## src/mfa_pkg.sv

```systemverilog
package mfa_pkg;

  // ------------------------------------------------------------
  // Register offsets
  // ------------------------------------------------------------
  localparam logic [7:0] MFA_ADR_VLIM_FIRST = 8'h2b;
  localparam logic [7:0] MFA_ADR_VLIM_LAST  = 8'h32;
  localparam logic [7:0] MFA_ADR_THOT       = 8'h39;
  localparam logic [7:0] MFA_ADR_THYST      = 8'h3a;
  localparam logic [7:0] MFA_ADR_CFG        = 8'h40;
  localparam logic [7:0] MFA_ADR_FLAGS      = 8'h41;
  localparam logic [7:0] MFA_ADR_MASK       = 8'h43;
  localparam logic [7:0] MFA_ADR_TMODE      = 8'h4b;

  // ------------------------------------------------------------
  // Reset values
  // ------------------------------------------------------------
  // Nominal input reads as code 0xc0; limits are 1.1x and 0.9x
  localparam logic [7:0] MFA_VHI_RST   = 8'hd3;
  localparam logic [7:0] MFA_VLO_RST   = 8'had;
  localparam logic [7:0] MFA_THOT_RST  = 8'h50;
  localparam logic [7:0] MFA_THYST_RST = 8'h41;
  localparam logic [7:0] MFA_CFG_RST   = 8'h08;
  localparam logic [7:0] MFA_FLAGS_RST = 8'h00;
  localparam logic [4:0] MFA_MASK_RST  = 5'h00;
  localparam logic [1:0] MFA_TMODE_RST = 2'h0;

  // ------------------------------------------------------------
  // Field positions
  // ------------------------------------------------------------
  localparam int MFA_CFG_RUN_BIT   = 0;
  localparam int MFA_CFG_AEN_BIT   = 1;
  localparam int MFA_CFG_ACLR_BIT  = 3;
  localparam int MFA_CFG_RESET_BIT = 7;
  localparam int MFA_TEMP_BIT      = 4;
  localparam int MFA_NCH           = 4;

  // ------------------------------------------------------------
  // Modes and states
  // ------------------------------------------------------------
  localparam logic [1:0] MFA_TM_ONETIME = 2'h1;
  localparam logic [1:0] MFA_TM_COMPAR  = 2'h2;

  typedef enum logic [3:0] {
    MFA_OT_ARMED = 4'h1,
    MFA_OT_HOT   = 4'h2,
    MFA_OT_COOL  = 4'h4,
    MFA_OT_CLEAR = 4'h8
  } mfa_ot_e;

  // ------------------------------------------------------------
  // Carriers
  // ------------------------------------------------------------
  typedef struct packed {
    logic            done;
    logic [3:0][7:0] volt;
    logic [7:0]      temp;
  } mfa_conv_s;

  typedef struct packed {
    logic       wr;
    logic       rd;
    logic [7:0] addr;
    logic [7:0] wdata;
  } mfa_reg_req_s;

  typedef struct packed {
    logic [7:0]      cfg;
    logic [4:0]      mask;
    logic [1:0]      tmode;
    logic [3:0][7:0] vhi;
    logic [3:0][7:0] vlo;
    logic [7:0]      thot;
    logic [7:0]      thyst;
    logic [4:0]      flags;
    logic            def_hot;
    logic            tfault;
    mfa_ot_e         ot;
    logic [7:0]      rdata;
    logic            alert_oe;
    logic            alert_o;
    logic            run;
  } mfa_state_s;

endpackage

```

## src/mfa_fault_alert.sv

```systemverilog
// Functional notes
// - Flag bits 0-3 mark voltage channels, bit 4 temperature, 1 means crossed
// - Status at 41h, reads only, clears to 00h, bits 5-7 reserved
// - Voltage below low or above high limit flags and alerts; limits 2Bh-32h
// - Voltage limits start at 1.1x and 0.9x nominal
// - Hot limit starts at +80, hysteresis limit at +65 degrees
// - Default and one-time modes: status read clears status and alert
// - Mask at 43h, reset 00h; a set bit hides flag and alert
// - Mode register 4Bh bits 1:0: default, one-time, comparator, default
// - Comparator mode: alert clears only when temperature fault is gone
// - Comparator read during temperature fault keeps bit 4; afterwards clears all
// - Fault still present after clearing read re-alerts at next conversion
// - Alert blocked while alert-enable config bit 1 is zero
// - Alerts never stop conversions; results keep updating
// - Alert line is open drain, driven only low
// - Default mode: hot alert repeats each conversion until below hysteresis
// - One-time mode: after cleared hot alert, next alert at below hysteresis
// - Comparator mode: alert held while above hot; reads then keep bit 4
// - Alert-clear config bit 3 releases alert, status untouched
`timescale 1ns/1ps
`default_nettype none

module mfa_fault_alert
  import mfa_pkg::*;
(
  // Clock and reset
  input  wire logic         mclk,
  input  wire logic         sys_rst,
  // Conversion results from the measurement loop
  input  wire mfa_conv_s    conv,
  // Register access from the serial engine
  input  wire mfa_reg_req_s req,
  output logic [7:0]        rd_data,
  // Measurement loop run request
  output logic              meas_run,
  // Open-drain alert pin, active low
  output logic              alert_o,
  output logic              alert_oe
);

  // ------------------------------------------------------------
  // State
  // ------------------------------------------------------------
  mfa_state_s s_q;
  mfa_state_s s_d;

  logic       st_rd;
  logic [3:0] vfault;
  logic       t_hot;
  logic       t_cool;
  logic [4:0] set_ev;
  logic [2:0] lim_idx;
  logic       alert_src;

  assign st_rd   = req.rd && (req.addr == MFA_ADR_FLAGS);
  assign t_hot   = $signed(conv.temp) > $signed(s_q.thot);
  assign t_cool  = $signed(conv.temp) < $signed(s_q.thyst);
  assign lim_idx = 3'(req.addr - MFA_ADR_VLIM_FIRST);

  for (genvar i = 0; i < MFA_NCH; i++) begin : g_cmp
    assign vfault[i] = (conv.volt[i] < s_q.vlo[i]) ||
                       (conv.volt[i] > s_q.vhi[i]);
  end

  // ------------------------------------------------------------
  // Next state
  // ------------------------------------------------------------
  always_comb begin
    s_d       = s_q;
    set_ev    = 5'h00;
    alert_src = 1'b0;

    // Register writes
    if (req.wr) begin
      if (req.addr >= MFA_ADR_VLIM_FIRST && req.addr <= MFA_ADR_VLIM_LAST)
      begin
        if (lim_idx[0]) begin
          s_d.vlo[lim_idx[2:1]] = req.wdata;
        end else begin
          s_d.vhi[lim_idx[2:1]] = req.wdata;
        end
      end
      case (req.addr)
        MFA_ADR_THOT:  s_d.thot  = req.wdata;
        MFA_ADR_THYST: s_d.thyst = req.wdata;
        MFA_ADR_CFG:   s_d.cfg   = req.wdata;
        MFA_ADR_MASK:  s_d.mask  = req.wdata[4:0];
        MFA_ADR_TMODE: s_d.tmode = req.wdata[1:0];
        default: ;
      endcase
    end

    // Register reads, value before any clearing effect
    if (req.rd) begin
      if (req.addr >= MFA_ADR_VLIM_FIRST && req.addr <= MFA_ADR_VLIM_LAST)
      begin
        s_d.rdata = lim_idx[0] ? s_q.vlo[lim_idx[2:1]]
                               : s_q.vhi[lim_idx[2:1]];
      end else begin
        case (req.addr)
          MFA_ADR_THOT:  s_d.rdata = s_q.thot;
          MFA_ADR_THYST: s_d.rdata = s_q.thyst;
          MFA_ADR_CFG:   s_d.rdata = s_q.cfg;
          MFA_ADR_FLAGS: s_d.rdata = {3'h0, s_q.flags & ~s_q.mask};
          MFA_ADR_MASK:  s_d.rdata = {3'h0, s_q.mask};
          MFA_ADR_TMODE: s_d.rdata = {6'h00, s_q.tmode};
          default:       s_d.rdata = 8'h00;
        endcase
      end
    end

    // Clearing read; comparator keeps bit 4 while fault stands
    if (st_rd) begin
      if (s_q.tmode == MFA_TM_COMPAR && s_q.tfault) begin
        s_d.flags = s_q.flags & 5'h10;
      end else begin
        s_d.flags = 5'h00;
      end
      case (s_q.ot)
        MFA_OT_HOT:   s_d.ot = MFA_OT_COOL;
        MFA_OT_CLEAR: s_d.ot = MFA_OT_ARMED;
        default: ;
      endcase
    end

    // Conversion results; a set in the clearing cycle still wins
    if (conv.done) begin
      set_ev[3:0] = vfault;
      s_d.tfault  = t_hot;
      case (s_q.tmode)
        MFA_TM_COMPAR: begin
          set_ev[MFA_TEMP_BIT] = t_hot;
        end
        MFA_TM_ONETIME: begin
          case (s_d.ot)
            MFA_OT_ARMED: begin
              if (t_hot) begin
                set_ev[MFA_TEMP_BIT] = 1'b1;
                s_d.ot = MFA_OT_HOT;
              end
            end
            MFA_OT_COOL: begin
              if (t_cool) begin
                set_ev[MFA_TEMP_BIT] = 1'b1;
                s_d.ot = MFA_OT_CLEAR;
              end
            end
            default: ;
          endcase
        end
        default: begin
          // Latched band between hot and hysteresis
          s_d.def_hot = t_hot || (s_q.def_hot && !t_cool);
          set_ev[MFA_TEMP_BIT] = s_d.def_hot;
        end
      endcase
      s_d.flags = s_d.flags | (set_ev & ~s_q.mask);
    end

    // Config reset bit restores every register, itself too
    if (s_q.cfg[MFA_CFG_RESET_BIT]) begin
      s_d.cfg     = MFA_CFG_RST;
      s_d.mask    = MFA_MASK_RST;
      s_d.tmode   = MFA_TMODE_RST;
      s_d.vhi     = {MFA_NCH{MFA_VHI_RST}};
      s_d.vlo     = {MFA_NCH{MFA_VLO_RST}};
      s_d.thot    = MFA_THOT_RST;
      s_d.thyst   = MFA_THYST_RST;
      s_d.flags   = MFA_FLAGS_RST[4:0];
      s_d.def_hot = 1'b0;
      s_d.ot      = MFA_OT_ARMED;
    end

    // Alert source: comparator temp follows the live fault
    if (s_d.tmode == MFA_TM_COMPAR) begin
      alert_src = s_d.tfault && !s_d.mask[MFA_TEMP_BIT];
    end else begin
      alert_src = s_d.flags[MFA_TEMP_BIT] &&
                  !s_d.mask[MFA_TEMP_BIT];
    end
    alert_src = alert_src ||
                (|(s_d.flags[3:0] & ~s_d.mask[3:0]));
    s_d.alert_oe = alert_src && s_d.cfg[MFA_CFG_AEN_BIT] &&
                   !s_d.cfg[MFA_CFG_ACLR_BIT];
    s_d.alert_o  = 1'b0;
    // Loop keeps running whatever the alert does
    s_d.run = s_d.cfg[MFA_CFG_RUN_BIT] &&
              !s_d.cfg[MFA_CFG_ACLR_BIT];
  end

  // ------------------------------------------------------------
  // Registers
  // ------------------------------------------------------------
  always_ff @(posedge mclk) begin
    if (sys_rst) begin
      s_q.cfg      <= MFA_CFG_RST;
      s_q.mask     <= MFA_MASK_RST;
      s_q.tmode    <= MFA_TMODE_RST;
      s_q.vhi      <= {MFA_NCH{MFA_VHI_RST}};
      s_q.vlo      <= {MFA_NCH{MFA_VLO_RST}};
      s_q.thot     <= MFA_THOT_RST;
      s_q.thyst    <= MFA_THYST_RST;
      s_q.flags    <= MFA_FLAGS_RST[4:0];
      s_q.def_hot  <= 1'b0;
      s_q.tfault   <= 1'b0;
      s_q.ot       <= MFA_OT_ARMED;
      s_q.rdata    <= 8'h00;
      s_q.alert_oe <= 1'b0;
      s_q.alert_o  <= 1'b0;
      s_q.run      <= 1'b0;
    end else begin
      s_q <= s_d;
    end
  end

  assign rd_data  = s_q.rdata;
  assign meas_run = s_q.run;
  assign alert_o  = s_q.alert_o;
  assign alert_oe = s_q.alert_oe;
endmodule

`default_nettype wire

```

## config.mk

```make
export PLATFORM = sky130hd
export DESIGN_NAME = mfa_fault_alert
export DESIGN_NICKNAME = d
export VERILOG_FILES = /design/src/mfa_pkg.sv /design/src/mfa_fault_alert.sv
export SDC_FILE = /design/constraint.sdc
export NUM_CORES = 1
export LEC_CHECK = 0
export BUFFER_PORTS_ARGS = -buffer_cell sky130_fd_sc_hd__buf_4
export CAP_MARGIN = 10
export CELL_PAD_IN_SITES_DETAIL_PLACEMENT = 0
export CELL_PAD_IN_SITES_GLOBAL_PLACEMENT = 1
export CORE_MARGIN = 4
export CORE_UTILIZATION = 41
export DETAILED_ROUTE_END_ITERATION = 8
export PLACE_DENSITY_LB_ADDON = 0.1
export SETUP_SLACK_MARGIN = 0.3
export SYNTH_ARGS = -nofsm -noshare
export SYNTH_HDL_FRONTEND = slang
export SYNTH_SLANG_ARGS = --single-unit
export TNS_END_PERCENT = 100
```

## constraint.sdc

```tcl
create_clock -name mclk -period 2.5 [get_ports mclk]
set_input_delay 0.125 -clock mclk [delete_from_list [all_inputs] [get_ports mclk]]
set_output_delay 0.125 -clock mclk [all_outputs]
set_load 0.05 [all_outputs]
```

# Word-level counts from Yosys, hierarchy flattened
# Index checks and enable logic that the tools add are counted.
# Widths: inputs -> output; s select.
[totals] reg_bits=117 latchBits=0 ramBits=0 romBits=0 in_bits=61 out_inout_bits=11 word_cells=127 mem_count=0
[classes] add_sub_neg=1 multipliers=0 div=0 magnitude_cmp=14 eq_ne=13 n_shift=0 n_mux=37 n_bitwise=10 reduce_logical=29
[op_table] cell="$mux 97" count=1
[op_table] cell="$mux 91" count=1
[op_table] cell="$bwmux 32" count=2
[op_table] cell="$mux 32" count=2
[op_table] cell="$mux 64" count=1
[op_table] cell="$mux 8" count=7
[op_table] cell="$pmux 8 s6" count=1
[op_table] cell="$gt 8x8->1" count=5
[op_table] cell="$lt 8x8->1" count=5
[op_table] cell="$bmux 8 s2" count=2
[op_table] cell="$eq 8x7->1 const B" count=4
[op_table] cell="$mux 4" count=5
[op_table] cell="$demux 8 s2" count=1
[op_table] cell="$eq 8x6->1 const B" count=2
[op_table] cell="$pmux 4 s2" count=2
[op_table] cell="$mux 5" count=3
[op_table] cell="$mux 11" count=1
[op_table] cell="$and 5x5->5" count=2
[op_table] cell="$logic_and 1x1->1" count=10
[op_table] cell="$ge 8x6->1 const B" count=1
[op_table] cell="$le 8x6->1 const B" count=1
[op_table] cell="$reduce_and 2->1" count=4
[op_table] cell="$reduce_or 4->1" count=2
[op_table] cell="$logic_or 1x1->1" count=6
[op_table] cell="20 further kinds" count=33

# Depth between registers and ports, before layout
[logic_depth] depth_word=17 depth_mapped=12 mapped_depth_nobuf=9

# Least setup slack after synthesis
# OpenSTA, ideal clock, no wires.
[synth_timing] path_kind="input -> register" start="in req[8] in the netlist's numbering" end="reg (tool-made name)" setup_time_ns=0.129 arrival_time_ns=2.440 required_time_ns=2.371 path_slack_ns=-0.069 path_stages=10 path_buffers=4 path_cell_list="clkbuf_1 > inv_1 > clkbuf_1 > ha_1 > clkbuf_1 > o2111ai_1 > nor3_1 > clkbuf_1 > mux2i_1 > nand2_1"
[synth_rtl] item="from (decl)" line="mfa_fault_alert.sv:32" text="input wire mfa_reg_req_s req,"

==> results_dict.tcl <==
set metrics [dict create \
    worstRegToRegCells 8 \
    ys_seq_elements 116 \
    ys_types 59 \
    syn_to_final_growth_pct 20.9 \
    gr-total-overflow 0 \
    place_congestion 0.863 \
    tritoncts "built" \
    antenna_found_initial 0 \
    fp-row-count 48 \
    p_leak_nw 3.89 \
    drt_pass1_iterations 6 \
    grt_pass1_wl_mm 37.1 \
    io_buffers 70 \
    grt_start_max_net_pins 48 \
    end_kind "register" \
    finish.utilization_pct 50.7 \
    whs_endpoint "s_q[27]$_SDFFE_PP0P_" \
    synthArstFlopShare_pct 0 \
    clockBufferDepth 2 \
    timing.final.ws_setup_ps 323 \
    period_share_pct 87.1 \
    synth_ff_type "dfxtp_1" \
    postSynthCellCount 872 \
    die_w_um 141 \
    crit_path_max_fanout 3 \
    cts_buffers 17 \
    arrival_ps 2470 \
    drt-vias-per-instance 5.72 \
    fin_crit_ps 2180 \
    ios 72 \
    final_cell_mix "116 x nand2_1, 113 x dfxtp_1, 99 x buf_4" \
    hold_class "input port to register" \
    r2r_end "alert_oe$_SDFF_PP0_" \
    hpwl_mm 18.3 \
    drv_cap 0 \
    clk_latency_ps 420 \
    outcome "finished, final reports clean" \
    fmax_mhz 459 \
    stdcell_area_sq_mm 0.00877 \
    routed_wl_mm 23.8 \
    crit_required_ps 2790 \
    rrSetupSlack_ps 320 \
    hold_start "req[5]" \
    critPathKind "register to register" \
    dp_cells 1137 \
    htree_num_levels 4 \
    initial_core_util_pct 42.0 \
    setup_tns_ps 0 \
    mostFrequentLayoutCell "nand2_1" \
    hold_depth 3 \
    synth_area_sq_mm 0.00726 \
    fin_skew_ps 6.95 \
    finalSetupViolCount 0 \
    route.detailed.drc 0 \
    grt_pass1_vias 6506 \
    hold_violations 0 \
    tightest_slew_ps 590 \
    ant_nets 0 \
    yosysSeqAreaShare_pct 32.0 \
    die_h_um 141 \
    finalNonFillerCells 1173 \
    yosys_warnings 0 \
    p_per_area_mw_per_mm2 561 \
    start_kind "register" \
    clkSinkCount 116 \
    first_iter_violations 626 \
    core-area_sq_mm 0.0173 \
    cts.clk_slew.worst_paths_ps 50 \
    grt_use_total_pct 24.3 \
    die_area_sq_mm 0.0199 \
    relSlewSlack_pct 60.7 \
    pre_cts_ws_ps 125 \
    num_vias 6707 \
    avgSynthCellArea_sq_um 8.33 \
    antenna_cells 0 \
    synth_edf_count 0 \
    nets 1077 \
    dpl_cell_area_sq_mm 0.00805 \
    rsz0062_at_grt "yes" \
    peakVddDrop_mv 0.506 \
    routedWlPerCell_um 20.3 \
    slew_violations 0 \
    clockRootBuffer "clkbuf_16" \
    drive_above_1_share_pct 18.7 \
    synthesis.nets 1014 \
]
critical path, cell delays in order, from the launching register on:
cell and delay, ps:
dfxtp_1 410, inv_1 100, ha_1 320, a211oi_1 260, nand4_1 150, a32oi_2 360
a21oi_1 130, a41oi_1 190, a31oi_1 120
power breakdown:
group          switching (mW)  total, mW  internal, mW
registers              0.0132       1.88          1.87
logic                   0.355      0.599         0.243
clock network           0.862       2.45          1.58
cells in the mapped netlist, types with 4 or more instances:
cell | count | area share (%)
mux4_2 | 16 | 5.0
buf_4 | 11 | 1.1
a311oi_1 | 4 | 0.48
nand2b_1 | 10 | 0.86
dfxtp_1 | 116 | 32
a21o_1 | 8 | 0.83
nand4_1 | 10 | 0.86
a21oi_1 | 59 | 4.1
nor2b_1 | 8 | 0.69
o21ai_0 | 22 | 1.5
inv_1 | 90 | 4.7
a211oi_1 | 4 | 0.41
mux2i_1 | 40 | 5.5
nand2_1 | 116 | 6.0
nor3b_1 | 6 | 0.62
or2_2 | 4 | 0.34
nand3_1 | 30 | 2.1
a22oi_1 | 10 | 1.0
ha_1 | 81 | 14
a41oi_1 | 4 | 0.48
clkbuf_1 | 38 | 2.0
o21bai_1 | 4 | 0.41
o211ai_1 | 36 | 3.7
nor2_1 | 69 | 3.6
a2111oi_0 | 5 | 0.60
buf_2 | 6 | 0.41
nor3_1 | 12 | 0.83
and2_1 | 6 | 0.52
layout make-up:
class,count,area (sq um)
Clock inverter,10,131
Multi-Input combinational cell,609,4470
Timing Repair Buffer,101,773
Inverter,90,338
Sequential cell,116,2330
Fill cell,1642,8520
Tap cell,225,282
Clock buffer,22,454
per-layer routing:
layer  up-vias  GRT usage [%]  wire [um]
met5         -              0          0
li1       3188              -          -
met1      3229           34.1      11000
met4         0           6.83        449
met2       251           37.6      10700
met3        39           5.16       1700
worst max-delay path by stage:
stage / end / from / depth (start not counted) / slack [ps]
6_report: alert_oe$_SDFF_PP0_ / register / 8 / 320
5_1_grt: alert_oe$_SDFF_PP0_ / register / 10 / 200
4_1_cts: alert_oe$_SDFF_PP0_ / register / 10 / 300
3_5_place_dp: alert_oe$_SDFF_PP0_ / s_q[27]$_SDFFE_PP0P_ / 9 / 120
3_3_place_gp: alert_oe$_SDFF_PP0_ / register / 10 / 160
2_1_floorplan: register / req[8] / 12 / 300
metrics by stage:
stage | hold WS, ps | power, mW
floorplan | 272 | 2.25
global placement | 431 | 2.47
detailed placement | 430 | 2.48
CTS | 50.5 | 4.93
global route | 61.5 | 5.09
finish | 72.6 | 4.93
kinds of logic after synthesis:
family          after synthesis  share of synthesized area, %
fa+ha+maj                    81                          14.0
buf+inv                     147                          8.37
flops                       116                          32.0
compound gates              184                          16.7
xor+xnor                      2                         0.241
other cells                   1                        0.0516
simple gates                285                          18.2
mux                          56                          10.5
timing repair:
item	4_1_cts	5_1_grt
gates cloned	0	0
pin swaps	8	5
hold buffers	1	0
buffers inserted	1	2
gates resized for setup	13	15
endpoints found under the hold margin	4	0
setup endpoints to repair	2	2
(Power assumes the default switching activity.)
